`config.mk`:
```
export PLATFORM = sky130hd
export DESIGN_NAME = sdt_tester
export DESIGN_NICKNAME = d
export VERILOG_FILES = /design/src/sdt_pkg.sv /design/src/sdt_blinker.sv /design/src/sdt_pattern_gen.sv /design/src/sdt_tester.sv
export SDC_FILE = /design/constraint.sdc
export NUM_CORES = 1
export LEC_CHECK = 0
export ABC_AREA = 0
export BUFFER_PORTS_ARGS = -buffer_cell sky130_fd_sc_hd__buf_2
export CORE_AREA = 2 2 157 159
export CTS_CLUSTER_SIZE = 10
export DETAILED_ROUTE_END_ITERATION = 7
export DIE_AREA = 0 0 159 161
export GPL_ROUTABILITY_DRIVEN = 0
export PLACE_DENSITY = 0.66
export SYNTH_ARGS = -nofsm -noshare
export SYNTH_HDL_FRONTEND = slang
export SYNTH_SLANG_ARGS = --single-unit
```
`constraint.sdc`:
```
create_clock -name I_CLOCK -period 3.55 [get_ports I_CLOCK]
set_clock_uncertainty 0.15 [all_clocks]
set_input_delay 0.1775 -clock I_CLOCK [delete_from_list [all_inputs] [get_ports I_CLOCK]]
set_output_delay 0.1775 -clock I_CLOCK [all_outputs]
set_load 0.05 [all_outputs]
```
`src/sdt_pkg.sv`:
```
// sdt_pkg: constants and carrier types of the sdram pattern tester
`default_nettype none

package sdt_pkg;

  localparam int unsigned CLK_HZ         = 20_000_000;
  localparam int unsigned REF_CLK_HZ     = 50_000_000;
  localparam int unsigned MEM_CLK_HZ     = 100_000_000;
  localparam int unsigned MEM_CLK_MUL    = MEM_CLK_HZ / REF_CLK_HZ;
  localparam int unsigned MEM_BYTES      = 64 * 1024 * 1024;
  localparam int unsigned WORD_BYTES     = 2;
  localparam int unsigned MEM_WORDS      = MEM_BYTES / WORD_BYTES;
  localparam int unsigned ADDR_W         = 25;
  localparam int unsigned DATA_W         = 16;
  localparam int unsigned BLINK_HALF_MS  = 250;
  localparam int unsigned BLINK_HALF_CYC = CLK_HZ / 1000 * BLINK_HALF_MS;

  localparam logic [7:0] OFS_CTRL     = 8'h00;
  localparam logic [7:0] OFS_STATUS   = 8'h04;
  localparam logic [7:0] OFS_IRQ_STAT = 8'h08;
  localparam logic [7:0] OFS_IRQ_MASK = 8'h0C;
  localparam logic [7:0] OFS_SEED     = 8'h10;
  localparam logic [7:0] OFS_ERR_ADDR = 8'h14;
  localparam logic [7:0] OFS_RUNS     = 8'h18;

  localparam int unsigned CTRL_START_BIT   = 0;
  localparam int unsigned CTRL_CONT_BIT    = 1;
  localparam int unsigned IRQ_DONE_BIT     = 0;
  localparam int unsigned IRQ_MISMATCH_BIT = 1;
  localparam int unsigned IRQ_W            = 2;
  localparam int unsigned LED_FAIL_BIT     = 0;
  localparam int unsigned LED_PASS_BIT     = 1;
  localparam int unsigned LED_BEAT_BIT     = 2;

  localparam logic [DATA_W-1:0] SEED_RST = 16'h5A3C;

  typedef enum logic [2:0] {
    ST_IDLE   = 3'b000,
    ST_HOLD   = 3'b001,
    ST_FILL   = 3'b010,
    ST_VERIFY = 3'b011,
    ST_DONE   = 3'b100
  } sdt_fsm_t;

  typedef struct packed {
    logic              psel;
    logic              penable;
    logic              pwrite;
    logic [7:0]        paddr;
    logic [31:0]       pwdata;
  } sdt_apb_req_t;

  typedef struct packed {
    logic [31:0]       prdata;
    logic              pready;
    logic              pslverr;
  } sdt_apb_rsp_t;

  typedef struct packed {
    logic              req;
    logic              we;
    logic [ADDR_W-1:0] addr;
    logic [DATA_W-1:0] wdata;
  } sdt_mem_req_t;

  typedef struct packed {
    logic              rvalid;
    logic [DATA_W-1:0] rdata;
  } sdt_mem_rsp_t;

  typedef struct packed {
    sdt_fsm_t          fsm;
    logic              btn_q;
    logic              fail;
    logic              cont;
    logic              all_issued;
    logic [ADDR_W-1:0] issue;
    logic [ADDR_W-1:0] cmp;
    sdt_mem_req_t      mreq;
    logic [2:0]        leds;
    logic [IRQ_W-1:0]  irq_stat;
    logic [IRQ_W-1:0]  irq_mask;
    logic [DATA_W-1:0] seed;
    logic [ADDR_W-1:0] err_addr;
    logic [15:0]       runs;
    logic [31:0]       prdata;
    logic              pslverr;
  } sdt_state_t;

  localparam sdt_state_t STATE_RST = '{
    fsm: ST_IDLE, seed: SEED_RST, default: '0
  };

endpackage : sdt_pkg

`default_nettype wire

```
`src/sdt_blinker.sv`:
```
// sdt_blinker: free-running square wave for the indicators
`default_nettype none

module sdt_blinker #(
  parameter int unsigned HALF_CYC = sdt_pkg::BLINK_HALF_CYC
) (
  input  wire logic i_clock,
  input  wire logic i_srst,
  output var  logic o_blink
);

  localparam int unsigned CNT_W = (HALF_CYC > 1) ? $clog2(HALF_CYC) : 1;
  localparam logic [CNT_W-1:0] CNT_LAST = CNT_W'(HALF_CYC - 1);

  typedef struct packed {
    logic [CNT_W-1:0] cnt;
    logic             blink;
  } sdt_blink_t;

  sdt_blink_t st_r;
  sdt_blink_t st_nxt;

  // no start or stop input: only i_srst or a stopped clock can freeze it
  always_comb begin
    st_nxt = st_r;
    if (st_r.cnt == CNT_LAST) begin
      st_nxt.cnt   = '0;
      st_nxt.blink = ~st_r.blink;
    end else begin
      st_nxt.cnt = st_r.cnt + 1'b1;
    end
  end

  always_ff @(posedge i_clock) begin
    if (i_srst) begin
      st_r <= '0;
    end else begin
      st_r <= st_nxt;
    end
  end

  assign o_blink = st_r.blink;
endmodule : sdt_blinker

`default_nettype wire

```
`src/sdt_pattern_gen.sv`:
```
// sdt_pattern_gen: address-keyed test word, regenerated rather than stored
`default_nettype none

module sdt_pattern_gen
  import sdt_pkg::*;
(
  input  wire logic [ADDR_W-1:0] i_addr,
  input  wire logic [DATA_W-1:0] i_seed,
  output var  logic [DATA_W-1:0] o_data
);

  // mixing high address bits down makes aliased rows show as mismatches
  always_comb begin
    o_data = i_addr[15:0] ^ {i_addr[8:0], i_addr[24:18]} ^ i_seed;
  end

endmodule : sdt_pattern_gen

`default_nettype wire

```
`src/sdt_tester.sv`:
```
// sdt_tester: apb-controlled sdram fill and verify engine with indicators
//
// Register access over APB and the address map were left to the implementer.
`default_nettype none

module sdt_tester #(
  parameter int unsigned TEST_WORDS = sdt_pkg::MEM_WORDS,
  parameter int unsigned BLINK_CYC  = sdt_pkg::BLINK_HALF_CYC
) (
  input  wire logic                  I_CLOCK,
  input  wire logic                  I_SRST,
  input  wire logic                  I_START_BUTTON_N,
  input  wire sdt_pkg::sdt_apb_req_t I_APB,
  output var  sdt_pkg::sdt_apb_rsp_t O_APB,
  input  wire logic                  I_MEM_CLK_LOCKED,
  output var  sdt_pkg::sdt_mem_req_t O_MEM_REQ,
  input  wire logic                  I_MEM_READY,
  input  wire sdt_pkg::sdt_mem_rsp_t I_MEM_RSP,
  output var  logic [2:0]            O_RED_INDICATORS,
  output var  logic                  O_IRQ
);

  import sdt_pkg::*;

  localparam logic [ADDR_W-1:0] LAST = ADDR_W'(TEST_WORDS - 1);

  ////////////////////////////////////////////////////////////////////////////
  // state and helpers

  sdt_state_t        st_r;
  sdt_state_t        st_nxt;
  logic [DATA_W-1:0] pat_issue;
  logic [DATA_W-1:0] pat_cmp;
  logic              blink;
  logic              pressed;
  logic              released;
  logic              apb_setup;
  logic              apb_wr;
  logic              start_wr;
  logic              accepted;
  logic              can_issue;
  logic              mismatch;
  logic [31:0]       rdata;
  logic              unmapped;
  logic [IRQ_W-1:0]  irq_set;
  logic [IRQ_W-1:0]  irq_clr;

  assign pressed   = ~I_START_BUTTON_N;
  assign released  = st_r.btn_q & ~pressed;
  assign apb_setup = I_APB.psel & ~I_APB.penable;
  assign apb_wr    = I_APB.psel & I_APB.penable & I_APB.pwrite;
  assign start_wr  = apb_wr & (I_APB.paddr == OFS_CTRL)
                   & I_APB.pwdata[CTRL_START_BIT];
  assign accepted  = st_r.mreq.req & I_MEM_READY;

  // a request stays put until taken, so lock only gates new issues
  assign can_issue = (~st_r.mreq.req | I_MEM_READY) & I_MEM_CLK_LOCKED
                   & ~st_r.all_issued
                   & ((st_r.fsm == ST_FILL) | (st_r.fsm == ST_VERIFY));

  assign mismatch  = (st_r.fsm == ST_VERIFY) & I_MEM_RSP.rvalid
                   & (I_MEM_RSP.rdata != pat_cmp);

  ////////////////////////////////////////////////////////////////////////////
  // sub-blocks

  sdt_pattern_gen u_gen_issue (
    .i_addr (st_r.issue),
    .i_seed (st_r.seed),
    .o_data (pat_issue)
  );

  sdt_pattern_gen u_gen_cmp (
    .i_addr (st_r.cmp),
    .i_seed (st_r.seed),
    .o_data (pat_cmp)
  );

  sdt_blinker #(
    .HALF_CYC (BLINK_CYC)
  ) u_blinker (
    .i_clock (I_CLOCK),
    .i_srst  (I_SRST),
    .o_blink (blink)
  );

  ////////////////////////////////////////////////////////////////////////////
  // register read mux

  always_comb begin
    rdata    = 32'h0000_0000;
    unmapped = 1'b0;
    case (I_APB.paddr)
      OFS_CTRL: begin
        rdata[CTRL_CONT_BIT] = st_r.cont;
      end
      OFS_STATUS: begin
        rdata = {25'h0, st_r.btn_q, I_MEM_CLK_LOCKED,
                 (st_r.fsm == ST_DONE) & ~st_r.fail, st_r.fail, st_r.fsm};
      end
      OFS_IRQ_STAT: begin
        rdata = {30'h0, st_r.irq_stat};
      end
      OFS_IRQ_MASK: begin
        rdata = {30'h0, st_r.irq_mask};
      end
      OFS_SEED: begin
        rdata = {16'h0, st_r.seed};
      end
      OFS_ERR_ADDR: begin
        rdata = {7'h0, st_r.err_addr};
      end
      OFS_RUNS: begin
        rdata = {16'h0, st_r.runs};
      end
      default: begin
        unmapped = 1'b1;
      end
    endcase
  end

  ////////////////////////////////////////////////////////////////////////////
  // next state

  always_comb begin
    st_nxt       = st_r;
    irq_set      = '0;
    irq_clr      = '0;
    st_nxt.btn_q = pressed;

    // memory request handshake
    if (can_issue) begin
      st_nxt.mreq.req   = 1'b1;
      st_nxt.mreq.we    = (st_r.fsm == ST_FILL);
      st_nxt.mreq.addr  = st_r.issue;
      st_nxt.mreq.wdata = pat_issue;
      st_nxt.issue      = st_r.issue + 1'b1;
      if (st_r.issue == LAST) begin
        st_nxt.all_issued = 1'b1;
      end
    end else if (accepted) begin
      st_nxt.mreq.req = 1'b0;
    end

    case (st_r.fsm)
      ST_IDLE: begin
        st_nxt.fsm = ST_IDLE;
      end
      ST_HOLD: begin
        if (released) begin
          st_nxt.fsm = ST_FILL;
        end
      end
      ST_FILL: begin
        // every word written before the first read goes out
        if (st_r.all_issued && !st_r.mreq.req) begin
          st_nxt.fsm        = ST_VERIFY;
          st_nxt.issue      = '0;
          st_nxt.all_issued = 1'b0;
          st_nxt.cmp        = '0;
        end
      end
      ST_VERIFY: begin
        // reads return in issue order, so a counter tracks the compare
        if (I_MEM_RSP.rvalid) begin
          st_nxt.cmp = st_r.cmp + 1'b1;
          if (mismatch && !st_r.fail) begin
            st_nxt.fail     = 1'b1;
            st_nxt.err_addr = st_r.cmp;
            irq_set[IRQ_MISMATCH_BIT] = 1'b1;
          end
          if (st_r.cmp == LAST) begin
            st_nxt.fsm  = ST_DONE;
            st_nxt.runs = st_r.runs + 1'b1;
            irq_set[IRQ_DONE_BIT] = 1'b1;
          end
        end
      end
      ST_DONE: begin
        if (st_r.cont) begin
          st_nxt.fsm        = ST_FILL;
          st_nxt.fail       = 1'b0;
          st_nxt.issue      = '0;
          st_nxt.all_issued = 1'b0;
        end
      end
      default: begin
        st_nxt.fsm = ST_IDLE;
      end
    endcase

    // a software start behaves like press and release in one
    if (start_wr && st_r.fsm != ST_HOLD) begin
      st_nxt.fsm        = ST_FILL;
      st_nxt.fail       = 1'b0;
      st_nxt.issue      = '0;
      st_nxt.all_issued = 1'b0;
      st_nxt.mreq.req   = 1'b0;
    end

    // the button overrides the run state and a software start, and abandons a run in flight
    if (pressed) begin
      st_nxt.fsm        = ST_HOLD;
      st_nxt.fail       = 1'b0;
      st_nxt.issue      = '0;
      st_nxt.all_issued = 1'b0;
      st_nxt.cmp        = '0;
      st_nxt.mreq.req   = 1'b0;
    end

    // apb: answer is prepared in setup so the access phase needs no wait
    if (apb_setup) begin
      st_nxt.prdata  = I_APB.pwrite ? 32'h0000_0000 : rdata;
      st_nxt.pslverr = unmapped;
    end
    if (apb_wr) begin
      case (I_APB.paddr)
        OFS_CTRL: begin
          st_nxt.cont = I_APB.pwdata[CTRL_CONT_BIT];
        end
        OFS_IRQ_STAT: begin
          irq_clr = I_APB.pwdata[IRQ_W-1:0];
        end
        OFS_IRQ_MASK: begin
          st_nxt.irq_mask = I_APB.pwdata[IRQ_W-1:0];
        end
        OFS_SEED: begin
          st_nxt.seed = I_APB.pwdata[DATA_W-1:0];
        end
        default: begin
          st_nxt.cont = st_r.cont;
        end
      endcase
    end
    // set beats a clear landing in the same cycle
    st_nxt.irq_stat = (st_r.irq_stat & ~irq_clr) | irq_set;

    // indicators follow the state being entered
    case (st_nxt.fsm)
      ST_HOLD: begin
        st_nxt.leds = 3'h7;
      end
      ST_FILL, ST_VERIFY: begin
        st_nxt.leds = {blink, blink, st_nxt.fail};
      end
      ST_DONE: begin
        st_nxt.leds = {blink, ~st_nxt.fail, st_nxt.fail};
      end
      default: begin
        st_nxt.leds = {blink, 2'b00};
      end
    endcase
  end

  ////////////////////////////////////////////////////////////////////////////
  // state register and outputs

  always_ff @(posedge I_CLOCK) begin
    if (I_SRST) begin
      st_r <= STATE_RST;
    end else begin
      st_r <= st_nxt;
    end
  end

  assign O_APB            = '{prdata: st_r.prdata, pready: 1'b1,
                              pslverr: st_r.pslverr};
  assign O_MEM_REQ        = st_r.mreq;
  assign O_RED_INDICATORS = st_r.leds;
  assign O_IRQ            = |(st_r.irq_stat & st_r.irq_mask);

  ////////////////////////////////////////////////////////////////////////////
  // checks

  int unsigned wr_count;

  always_ff @(posedge I_CLOCK) begin
    if (I_SRST || st_r.fsm != ST_FILL) begin
      wr_count <= 0;
    end else if (accepted) begin
      wr_count <= wr_count + 1;
    end
  end
endmodule : sdt_tester

`default_nettype wire
```
; Word-level counts from Yosys, hierarchy flattened
; Cells that the tools add are included.
[word_totals]
ff_bits = 221
latchBits = 0
mem_bits_rw = 0
romBits = 0
inputBits = 65
output_inout_bits = 81
wordCells = 131
n_memories = 0
[op_classes]
n_addsub = 4
multipliers = 0
div = 0
n_lt_le_gt_ge = 0
n_eq_ne = 21
shifts = 0
n_mux = 35
n_bitwise = 30
reduce_logical = 20
[ops]
columns = op, n
row1 = one-hot mux 23 bit (4 select lines), 1
row2 = bitwise XOR 16 bit, 4
row3 = two-way mux 26 bit, 2
row4 = one-hot mux 26 bit (2 select lines), 1
row5 = two-way mux 51 bit, 1
row6 = "adder 25 x 1 -> 25 bit, second input constant", 2
row7 = "equality test 25 bit, second input constant", 2
row8 = one-hot mux 25 bit (2 select lines), 1
row9 = two-way mux 32 bit, 1
row10 = two-way mux 25 bit, 1
row11 = "equality test 8 x 5 -> 1 bit, second input constant", 3
row12 = "adder 23 x 1 -> 23 bit, second input constant", 1
row13 = "equality test 23 bit, second input constant", 1
row14 = two-way mux 3 bit, 7
row15 = "adder 16 x 1 -> 16 bit, second input constant", 1
row16 = "equality test 8 x 4 -> 1 bit, second input constant", 2
row17 = inequality test 16 bit, 1
row18 = AND 1 bit, 13
row19 = "equality test 3 x 2 -> 1 bit, second input constant", 4
row20 = one-hot mux 3 bit (4 select lines), 1
row21 = two-way mux 1 bit, 11
row22 = one-hot mux 3 bit (3 select lines), 1
row23 = AND reduction 3 bit, 3
row24 = "equality test 8 x 3 -> 1 bit, second input constant", 1
row25 = 22 further kinds, 44

; Longest topological paths before layout
; Gate-level depths: netlist (run 1).
[depth]
depth_word = 12
ltp_mapped = 9
depth_no_buf = 7

; Cells and area by module
; A second synthesis (run 1) with hierarchy kept.
[unflattened]
cells_unflattened = 1207
area_unflattened_um2 = 10623.9
[by_module_without_submodules]
columns = mod, instances, cells_per_inst, area_per_inst_um2, seq_area_each_um2
row1 = sdt_tester, 1, 1047, 8752.1, 3803.6
row2 = sdt_blinker, 1, 128, 1111.1, 480.5
row3 = sdt_pattern_gen, 2, 16, 380.4, 0.0

; Worst setup path before layout (run 1)
; Ideal clock, no wire load.
[synth_timing]
path_kind = register to register
from = register st_r[141] in the netlist's numbering
to = register st_r, in the netlist O_RED_INDICATORS[0]
setup_time_ps = 117
arrival_ps = 1857
t_required_ps = 3283
path_slack_ps = 1426
path_stages_with_launch = 8
path_buffers = 0
period_less_slack_ps = 2124
path_cell_list = dfxtp_1 > ha_1 > and4_1 > and3_1 > a31oi_1 > or3_1 > nand2b_1 > a32o_1
[synth_between]
elab_chain_len = 11
word_cells_on_any_way = 22
classes_between = 6 x eq/ne / 11 x mux / 3 x bitwise / 2 x reduce/logical
[synth_rtl]
columns = item, line_no
row1 = start: declaration, sdt_tester.sv:30  ; sdt_state_t st_r;
row2 = start signal: assignment, sdt_tester.sv:262  ; st_r <= st_nxt;
row3 = bitwise XOR 16 bit (2 in a row), sdt_pattern_gen.sv:14  ; o_data = i_addr[15:0] ^ {i_addr[8:0], i_addr[24:18]} ^ i_seed;
row4 = inequality test 16 bit, sdt_tester.sv:62  ; & (I_MEM_RSP.rdata != pat_cmp);
row5 = AND 1 bit, sdt_tester.sv:62
row6 = logical AND 1 bit, sdt_tester.sv:167  ; if (mismatch && !st_r.fail) begin
row7 = two-way mux 1 bit, sdt_tester.sv:167
row8 = two-way mux 1 bit, sdt_tester.sv:165  ; if (I_MEM_RSP.rvalid) begin
row9 = one-hot mux 1 bit (2 select lines), sdt_tester.sv:145  ; case (st_r.fsm)
row10 = two-way mux 1 bit, sdt_tester.sv:193  ; if (start_wr && st_r.fsm != ST_HOLD) begin
row11 = two-way mux 1 bit, sdt_tester.sv:202  ; if (pressed) begin
row12 = one-hot mux 3 bit (3 select lines) (*), sdt_tester.sv:239  ; case (st_nxt.fsm)
; Mark *: on every way between the ends. The rest lies on a longest branch, timed or not.
; A chain may end at the register's enable or synchronous reset.

; Worst setup path after layout (run 1)
[layout_timing]
from = register st_r[141] in the netlist's numbering
to = register st_r, in the netlist O_RED_INDICATORS[1]
[layout_between]
elab_chain_len = 12
word_cells_on_any_way = 23
classes_between = 6 x eq/ne / 11 x mux / 4 x bitwise / 2 x reduce/logical
[layout_rtl]
columns = item, line_no
row1 = bitwise XOR 16 bit (2 in a row), sdt_pattern_gen.sv:14
row2 = inequality test 16 bit, sdt_tester.sv:62
row3 = AND 1 bit, sdt_tester.sv:62
row4 = logical AND 1 bit, sdt_tester.sv:167
row5 = two-way mux 1 bit, sdt_tester.sv:167
row6 = two-way mux 1 bit, sdt_tester.sv:165
row7 = one-hot mux 1 bit (2 select lines), sdt_tester.sv:145
row8 = two-way mux 1 bit, sdt_tester.sv:193
row9 = two-way mux 1 bit, sdt_tester.sv:202
row10 = inverter 1 bit, sdt_tester.sv:247  ; st_nxt.leds = {blink, ~st_nxt.fail, st_nxt.fail};
row11 = one-hot mux 3 bit (3 select lines) (*), sdt_tester.sv:239
; Marked as above.

==> results.md, run 1 <==
* Tot GR Track Use at 20.00%
* CTS tree: yes
* Antenna Cells at 0
* Clock buffer depth at 3
* Post-synth ARST share at 0%
* Vias in the first global route at 7850
* Layout cells sized above 1 at between 10% and 20%
* Core Area at roughly 0.024 mm²
* Worst IR Drop VDD at ~0.00029 V
* Vias per inst at 5.175
* H-tree depth at 1
* Mapped cell area at 0.01061 mm²
* Number of cell rows at 57
* Placement Cell Area at 0.01076 mm²
* Post-Syn Instances at between 1000 and 1500
* Final Util at 48.76%
* Post-CTS sizing at 0
* Min-delay worst type: input pin to flip-flop
* Clock transition at path regs at 0.05 ns
* Die Span Y at 161 µm
* Leakage at 4.411 nW
* Status: complete, no violations
* WL/cell at approximately 16 µm
* Register bit total from synthesis at around 210
* Cell family with most CP delay: simple AND/OR/NAND/NOR gates
* Post-DP HPWL at 18580 µm
* Critical path peak fanout at 6
* Clk_lat worst skew at 0.52 ns
* Hold Crit Start: I_MEM_RSP[16]
* Largest net degree at the start of global routing at 69
* Reg2reg start: st_r[141]
* Worst path required time at ~3.8 ns
* CP startpoint: st_r[141]
* Startpoint Class: flip-flop
* EDFF count, synth at 0
* WS Path Type: flip-flop to flip-flop
* Drt pass-1 iters at 6
* Post-CTS Hold Buffers at 25
* Worst-Margin Slew at about 0.74 ns
* Initial antenna violation count at 1
* Fin. Hold Viols at 0
* Die Span X at 159 µm
* Initial Util at 44.26%
* Total CTS buffers at 25
* PortBufs at 121
* Residual DRC at 0
* Period utilization at between 70% and 80%
* Vias at 8311
* IO Pins at 146
* Tmin final at 2.580 ns
* Clock Tree Root: clkbuf_16
* Netlist cell types at 58
* CP arrival at 2.86 ns
* Drt initial violations at 623
* Design Area, Final at 0.01168 mm²
* First-pass GRT wire length at 41890 µm
* GR Overflow Total at 0
* Die area at 0.02560 mm²
* Max-cap violation count at 0
* DRT antenna net count at 0
* CP Buf/Inv Count at 0
* Clock sink total at 214
* Post-synthesis sequential area ratio at 40.40%
* Routed wire length at 26280 µm
* Syn Area/Cell at 8.539 µm²
* # setup viols final at 0
* Synth-to-Final Area Change at 10.17%
* Largest stage delay on the critical path at approximately 0.52 ns
* CP endpoint kind: flip-flop
* Yosys warning count at 0
* Max-slew headroom at approximately 51%
* Setup_tns at 0 ns
* Slowest CP cell: nor4b_4
* Max frequency at 0.3876 GHz
* Slew Limit Fails at 0
* RSZ-0062 raised after global routing: no
* PwrDens at 415.0 mW/mm²
* Post-CTS Setup Bufs at 0
* Main synth FF type: dfxtp_1
* Worst-path cell chain: ha_1, and4_1, nand3_2, nor4b_4, nor2_2, or3_1, o22ai_1
* Nets@finish at 1348
where the power goes:
| part | leakage [nW] | switching [W] | internal, W |
|---|---|---|---|
| clock network | 0.329 | 0.000924 | 0.00129 |
| logic | 2.36 | 0.000143 | 0.0000728 |
| registers | 1.73 | 0.00000938 | 0.00241 |
kinds of logic after synthesis:
group                    synth area share [%]
buffers and inverters                   9.486
flip-flops                              40.40
AND/OR/NAND/NOR                         23.17
multiplexers                            6.005
AO/OA/AOI/OAI                           7.598
adder cells (fa/ha/maj)                0.4719
other                                 0.07081
XOR/XNOR                                12.80
synth_stat cells (3+ instances only):
cell        n  area (µm²)
nand2_1   204       765.7
nor2b_1     5       31.28
mux2_2      5       56.30
nand4_1    20       125.1
nor3_1     11       55.05
clkbuf_1   34       127.6
nand3_1    32       160.2
and3_1     17       106.4
nor4_2      5       62.56
buf_1       4       15.01
a22oi_1    27       202.7
o211ai_1    4       30.03
mux2i_1    58       580.6
o21ai_0    19       95.09
and2_1     12       75.07
xnor2_1   110       963.4
nand2b_1    4       25.02
a221o_1     5       50.05
buf_6       5       56.30
a22o_1      3       26.28
nor4_1      6       37.54
inv_1      10       37.54
a21oi_1    60       300.3
ha_1        4       50.05
xor2_1     45       394.1
buf_2      24       120.1
dfxtp_1   214        4284
buf_4      86       645.6
or3_1       9       56.30
and4_1     18       157.7
nand3b_1    3       22.52
nor4b_1     3       26.28
nor2_1    143       536.8
metrics by stage:
step                hold WS [ns]  power, W  instances  setup slack, ns
floorplan                0.09988  0.002611       1248            1.426
global placement          0.2484  0.002667       1551            1.062
detailed placement        0.2452  0.002666       1551            1.068
CTS                      0.04669  0.004896       1606            1.033
global route             0.08756  0.005026       1606           0.8641
finish                   0.05929  0.004849       1606           0.9697
layer usage:
metal / share of wire (%) / track usage [%]
met2: 45 / 32.33
met3: 7.3 / 4.340
met1: 45 / 26.86
met5: 0.049 / 0
met4: 2.5 / 6.198
worst min-delay path, stage by stage:
cell and delay, ns:
buf_2 0.12, and4b_1 0.22, nor2_1 0.10, a211oi_1 0.05
cells in the final DEF, fill, tap and decap left out, types with 3 or more instances in the layout:
master	netlist	final
nor2_1	143	143
and3_1	17	17
inv_1	10	10
or3_1	9	9
and4_1	18	18
xnor2_1	110	110
and2_1	12	12
a22oi_1	27	27
ha_1	4	4
dfxtp_1	214	214
conb_1	2	8
nor4b_1	3	3
a22o_1	3	3
a21oi_1	60	60
nand2_1	204	204
mux2_2	5	5
nand4_1	20	20
nand3_1	32	32
clkbuf_16	0	25
a221o_1	5	5
nor2b_1	5	5
buf_2	24	120
buf_4	86	12
o21ai_0	19	19
mux2i_1	58	58
nor4_1	6	6
nand2b_1	4	4
nor3_1	11	10
nand3b_1	3	3
dlygate4sd3_1	0	25
xor2_1	45	45
nor4_2	5	5
o211ai_1	4	4
sequential cells by signal (all words and copies together) (netlist names):
name,flops
st_r,118
O_MEM_REQ,43
O_APB,26
u_blinker.st_r,23
O_RED_INDICATORS,3
u_blinker.o_blink,1
path summary, 6_finish.rpt:
path	end	slack [ns]	cells past startpoint
hold / removal	st_r[140]	0.06	4
setup / recovery	O_RED_INDICATORS[1]	0.97	7
hold reg to reg	O_MEM_REQ[7]	0.30	2
setup reg to reg	O_RED_INDICATORS[1]	0.97	7
final cells by class:
cell class              count  area, µm²
inverters                  11      41.29
repair buffers            157      940.9
clock buffers              29      660.6
fillers                  2308      12280
flip-flops and latches    214       4284
well taps                 324      405.4
clock inverters             1      8.758
multi-input cells         870       5343
Power figures use the tool's default switching activity.
==> run 2: changes to the inputs <==
==> constraint.sdc (replaced) <==
create_clock -name I_CLOCK -period 2.5 [get_ports I_CLOCK]
set_clock_uncertainty 0.15 [all_clocks]
set_input_delay 0.125 -clock I_CLOCK [delete_from_list [all_inputs] [get_ports I_CLOCK]]
set_output_delay 0.125 -clock I_CLOCK [all_outputs]
set_load 0.05 [all_outputs]
==> results.md, run 2 (same netlist as run 1, synthesis figures left out) <==
* First-pass GRT wire length at 43300 µm
* PortBufs at between 100 and 150
* WL/cell at 16.34 µm
* Placement Cell Area at 0.01113 mm²
* Tot GR Track Use at 20.78%
* WS Path Type: flip-flop to flip-flop
* Largest net degree at the start of global routing at 98
* Drt initial violations at 633
* CP endpoint kind: flip-flop
* Synth-to-Final Area Change at 14.49%
* Die area at about 0.026 mm²
* Drt pass-1 iters at 5
* Final Power at 0.007094 W
* Worst path required time at 2.76 ns
* Flop pwr share at 48.4%
* Vias per inst at 5.133
* Slew Limit Fails at 0
* Worst-path cell chain: xor2_1, xnor2_1, nand4_1, nor4_2, o21ai_0, a32o_1
* Period utilization at 91.98%
* Largest stage delay on the critical path at between 0.5 and 0.6 ns
* Clk_lat worst skew at 0.52 ns
* RSZ-0062 raised after global routing: no
* Setup_tns at 0 ns
* Tmin final at 2.300 ns
* Pre-CTS WS at around 0.21 ns
* Worst-Margin Slew at 1.043 ns
* # setup viols final at 0
* Number of cell rows at 57
* Fin. Hold Viols at 0
* Initial Util at 44.26%
* Register with the most flip-flops: st_r
* Max frequency at between 0.4 and 0.5 GHz
* Status: complete, no violations
* Residual DRC at 0
* Critical path peak fanout at 7
* Layout cells sized above 1 at between 10% and 20%
* Final WS setup at 0.2004 ns
* CTS tree: yes
* Clock Tree Root: clkbuf_16
* IO Pins at around 150
* Die Span Y at 161 µm
* Die Span X at around 160 µm
* Clock sink total at 214
* Commonest non-fill, non-tap cell in the layout: dfxtp_1
* Startpoint Class: flip-flop
* Vias at 8510
* DRT antenna net count at 0
* Vias in the first global route at 8111
* Switching part of the total power at 22.21%
* Max reg flops at 118
* Clock buffer depth at 3
* Leakage at 4.682 nW
* Initial antenna violation count at 1
* Routed wire length at 27100 µm
* Worst IR Drop VDD at approximately 0.00043 V
* Slowest CP cell: dfxtp_1
* Total CTS buffers at 26
* Post-DP HPWL at 19650 µm
* P_int at 0.005518 W
* Core Area at 0.02396 mm²
* Clock transition at path regs at 0.06 ns
* Design Area, Final at roughly 0.012 mm²
* Logic pwr share at 4.5%
* Clock network power share at 47.1%
* PwrDens at 584.2 mW/mm²
* GR Overflow Total at 0
* Min-delay worst type: input pin to flip-flop
* Max-slew headroom at 30.50%
* Sw Pwr at 0.001576 W
* H-tree depth at 1
* CP arrival at 2.56 ns
* Most frequent cells in the layout: 214 x dfxtp_1, 204 x nand2_1, 143 x nor2_1, 120 x buf_2, 110 x xnor2_1
* Nets@finish at between 1000 and 1500
* Max-cap violation count at 0
* Final Util at 50.67%
## run 2: layer usage
layer	global-route usage, %	share of wire, %
met1	28.01	46
met2	32.73	44
met3	4.083	6.1
met4	8.636	4.0
met5	0	0
## run 2: final timing paths
check / slack, ns / start / endpoint / cells past startpoint
worst max register to register: 0.20 / st_r[143] / O_RED_INDICATORS[0] / 6
worst min register to register: 0.30 / O_MEM_REQ[14] / O_MEM_REQ[14] / 2
worst max-delay path: 0.20 / st_r[143] / O_RED_INDICATORS[0] / 6
worst min-delay path: 0.02 / I_MEM_RSP[16] / st_r[140] / 4
## run 2: final cells by class
class | instances | area [µm²]
multi-input combinational | 870 | 5350
fill | 2235 | 11820
sequential | 214 | 4284
timing repair buffer | 206 | 1326
clock buffer | 30 | 716.9
clock inverter | 2 | 15.01
antenna | 1 | 2.502
inverter | 11 | 41.29
tap | 324 | 405.4
## run 2: critical path: cells and delay by family (launching register included)
family / cells / cell delay [ns]
DFF: 1 / 0.52
and+or+nand+nor: 2 / 0.58
xor gates and xnor gates: 2 / 0.36
AOI/OAI and AO/OA: 2 / 0.59
## run 2: power by group through the flow
stage	registers [W]	clock network [W]	logic, W
after floorplan	0.00350	0	0.000205
after global placement	0.00351	0	0.000290
after detailed placement	0.00351	0	0.000289
after CTS	0.00343	0.00341	0.000319
after global routing	0.00343	0.00356	0.000344
final	0.00344	0.00334	0.000320
## run 2: metrics by stage
step,hold slack [ns],instances
2_1_floorplan,0.04738,1248
3_3_place_gp,0.2137,1598
3_5_place_dp,0.2110,1598
4_1_cts,0.00005007,1657
5_1_grt,0.02642,1658
6_report,0.02236,1658
## run 2: timing repair
| action | CTS | global route |
|---|---|---|
| endpoints found under the setup margin | 0 | 3 |
| hold endpoints to repair | 38 | 0 |
| hold buffers | 27 | 0 |
| buffers inserted | 0 | 0 |
| gates resized for setup | 0 | 2 |
==> run 3: changes to the inputs <==
--- a/config.mk
+++ b/config.mk
@@ -7,12 +7,12 @@
 export LEC_CHECK = 0
 export ABC_AREA = 0
 export BUFFER_PORTS_ARGS = -buffer_cell sky130_fd_sc_hd__buf_2
-export CORE_AREA = 2 2 157 159
+export CORE_AREA = 4 4 159 161
 export CTS_CLUSTER_SIZE = 10
 export DETAILED_ROUTE_END_ITERATION = 7
-export DIE_AREA = 0 0 159 161
-export GPL_ROUTABILITY_DRIVEN = 0
+export DIE_AREA = 0 0 163 165
 export PLACE_DENSITY = 0.66
+export SLEW_MARGIN = 20
 export SYNTH_ARGS = -nofsm -noshare
 export SYNTH_HDL_FRONTEND = slang
 export SYNTH_SLANG_ARGS = --single-unit
==> results.md, run 3 (same netlist as run 1, synthesis figures left out) <==
* H-tree depth at 1
* Die area at 0.02690 mm²
* Largest net degree at the start of global routing at 97
* Startpoint Class: input pin
* Worst-Margin Slew at 1.018 ns
* Setup_tns at 0 ns
* Most Frequent Cell on Critical Path: dlygate4sd3_1
* Post-DP HPWL at 20250 µm
* Worst-path cell chain: dlygate4sd3_1, buf_2, and3_2, buf_4, nand2_1, nor2_1, nand2_1, dlygate4sd3_1, a21oi_1, dlygate4sd3_1
* Max reg flops at approximately 120
* Status: complete, no violations
* Leakage at 4.736 nW
* Cell family with most CP delay: buffers and inverters
* Total CTS buffers at 26
* Clock buffer depth at 3
* Vias at 8600
* First-pass GRT wire length at between 40000 and 50000 µm
* Routability cong. at 0.9275
* Routed wire length at 27730 µm
* Initial antenna violation count at 0
* PortBufs at 121
* RSZ-0062 raised after global routing: no
* Fillers at 2294
* Register with the most flip-flops: st_r
* Tot GR Track Use at 20.10%
* Worst IR Drop VDD at roughly 0.00045 V
* WL/cell at between 15 and 20 µm
* Min-delay worst type: input pin to flip-flop
* GR Overflow Total at 0
* Layout cells sized above 1 at a little under a fifth
* IO Pins at 146
* Synth-to-Final Area Change at 15.14%
* PwrDens at 575.9 mW/mm²
* Die Span X at 163 µm
* Most frequent cells in the layout: 214 x dfxtp_1, 204 x nand2_1, 143 x nor2_1, 120 x buf_2, 110 x xnor2_1
* Vias in the first global route at 8192
* Nets@finish at 1409
* CP Buf/Inv Count at 5
* Max-slew headroom at 32.11%
* Clock Tree Root: clkbuf_16
* Number of cell rows at 57
* Die Span Y at 165 µm
* Commonest non-fill, non-tap cell in the layout: dfxtp_1
* Period utilization at 95.37%
* Vias per inst at 5.147
* Core Area at 0.02396 mm²
* Drt pass-1 iters at 6
* DRT antenna net count at 0
* Max-cap violation count at 0
* Antenna Cells at 0
* Fin. Hold Viols at 0
* Slowest CP cell: dlygate4sd3_1
* # setup viols final at 0
* Clock transition at path regs at 0.05 ns
* CP endpoint kind: flip-flop
* Drt initial violations at 637
* Final Util at 50.96%
* Initial Util at 44.26%
* CP arrival at 2.71 ns
* Slew Limit Fails at 0
* CTS tree: yes
* Clk_lat worst skew at 0.53 ns
* Largest stage delay on the critical path at 0.57 ns
* WS Path Type: input pin to flip-flop
* Clock sink total at 214
* Residual DRC at 0
* Max frequency at 0.4194 GHz
* Critical path peak fanout at 6
* Worst path required time at around 2.8 ns
* Tmin final at between 2 and 2.5 ns
==> run 3: power breakdown <==
part / leakage (nW) / switching, W / internal (W) / total [W]
Sequential: 1.73 / 0.0000113 / 0.00342 / 0.00344
Combinational: 2.66 / 0.000212 / 0.000117 / 0.000330
Clock: 0.346 / 0.00137 / 0.00190 / 0.00327
Total: 4.74 / 0.00159 / 0.00544 / 0.00703
==> run 3: worst register-to-register path: stages (launching register included) <==
cell	delay, ns
dfxtp_1	0.31
ha_1	0.22
and4_1	0.25
and3_1	0.19
a31oi_1	0.24
o211ai_1	0.14
a21oi_1	0.17
dlygate4sd3_1	0.56
==> run 3: final timing paths <==
path	from	end	slack, ns	depth (start not counted)
worst min-delay path	I_APB[32]	st_r[90]	0.07	6
worst max-delay path	I_APB[40]	st_r[91]	0.12	10
worst min register to register	O_MEM_REQ[10]	O_MEM_REQ[10]	0.30	2
worst max register to register	st_r[140]	st_r[194]	0.21	7
==> run 3: layout make-up <==
type	count	area, µm²	share of cell area (%)
sequential	214	4284	35.09
multi-input combinational	870	5344	43.76
clock inverter	2	25.02	0.2049
tap	324	405.4	3.320
timing repair buffer	217	1424	11.66
inverter	11	41.29	0.3381
clock buffer	33	686.9	5.626
==> run 3: metrics by stage <==
stage,setup slack (ns),cells,cell area [µm²],total power (W),hold slack (ns)
2_1_floorplan,0.3757,1248,10630,0.003708,0.04738
3_3_place_gp,0.2880,1608,11220,0.003804,0.2108
3_5_place_dp,0.2364,1608,11220,0.003804,0.2210
4_1_cts,0.1661,1671,12210,0.007098,0.002648
5_1_grt,0.03642,1671,12210,0.007253,0.07651
6_report,0.1158,1671,12210,0.007033,0.06508
==> run 3: repair_timing <==
action | 4_1_cts | 5_1_grt
gates resized for setup | 0 | 1
hold buffers | 28 | 0
endpoints found under the hold margin | 51 | 0
setup endpoints to repair | 0 | 1
buffers inserted | 0 | 0
==> run 3: routing by layer <==
layer / global-route usage (%) / wire length, µm / vias up
met4: 6.252 / 829 / 0
li1: - / - / 4245
met2: 33.79 / 12940 / 256
met1: 26.20 / 12220 / 4055
met5: 0 / 0 / -
met3: 3.893 / 1745 / 44
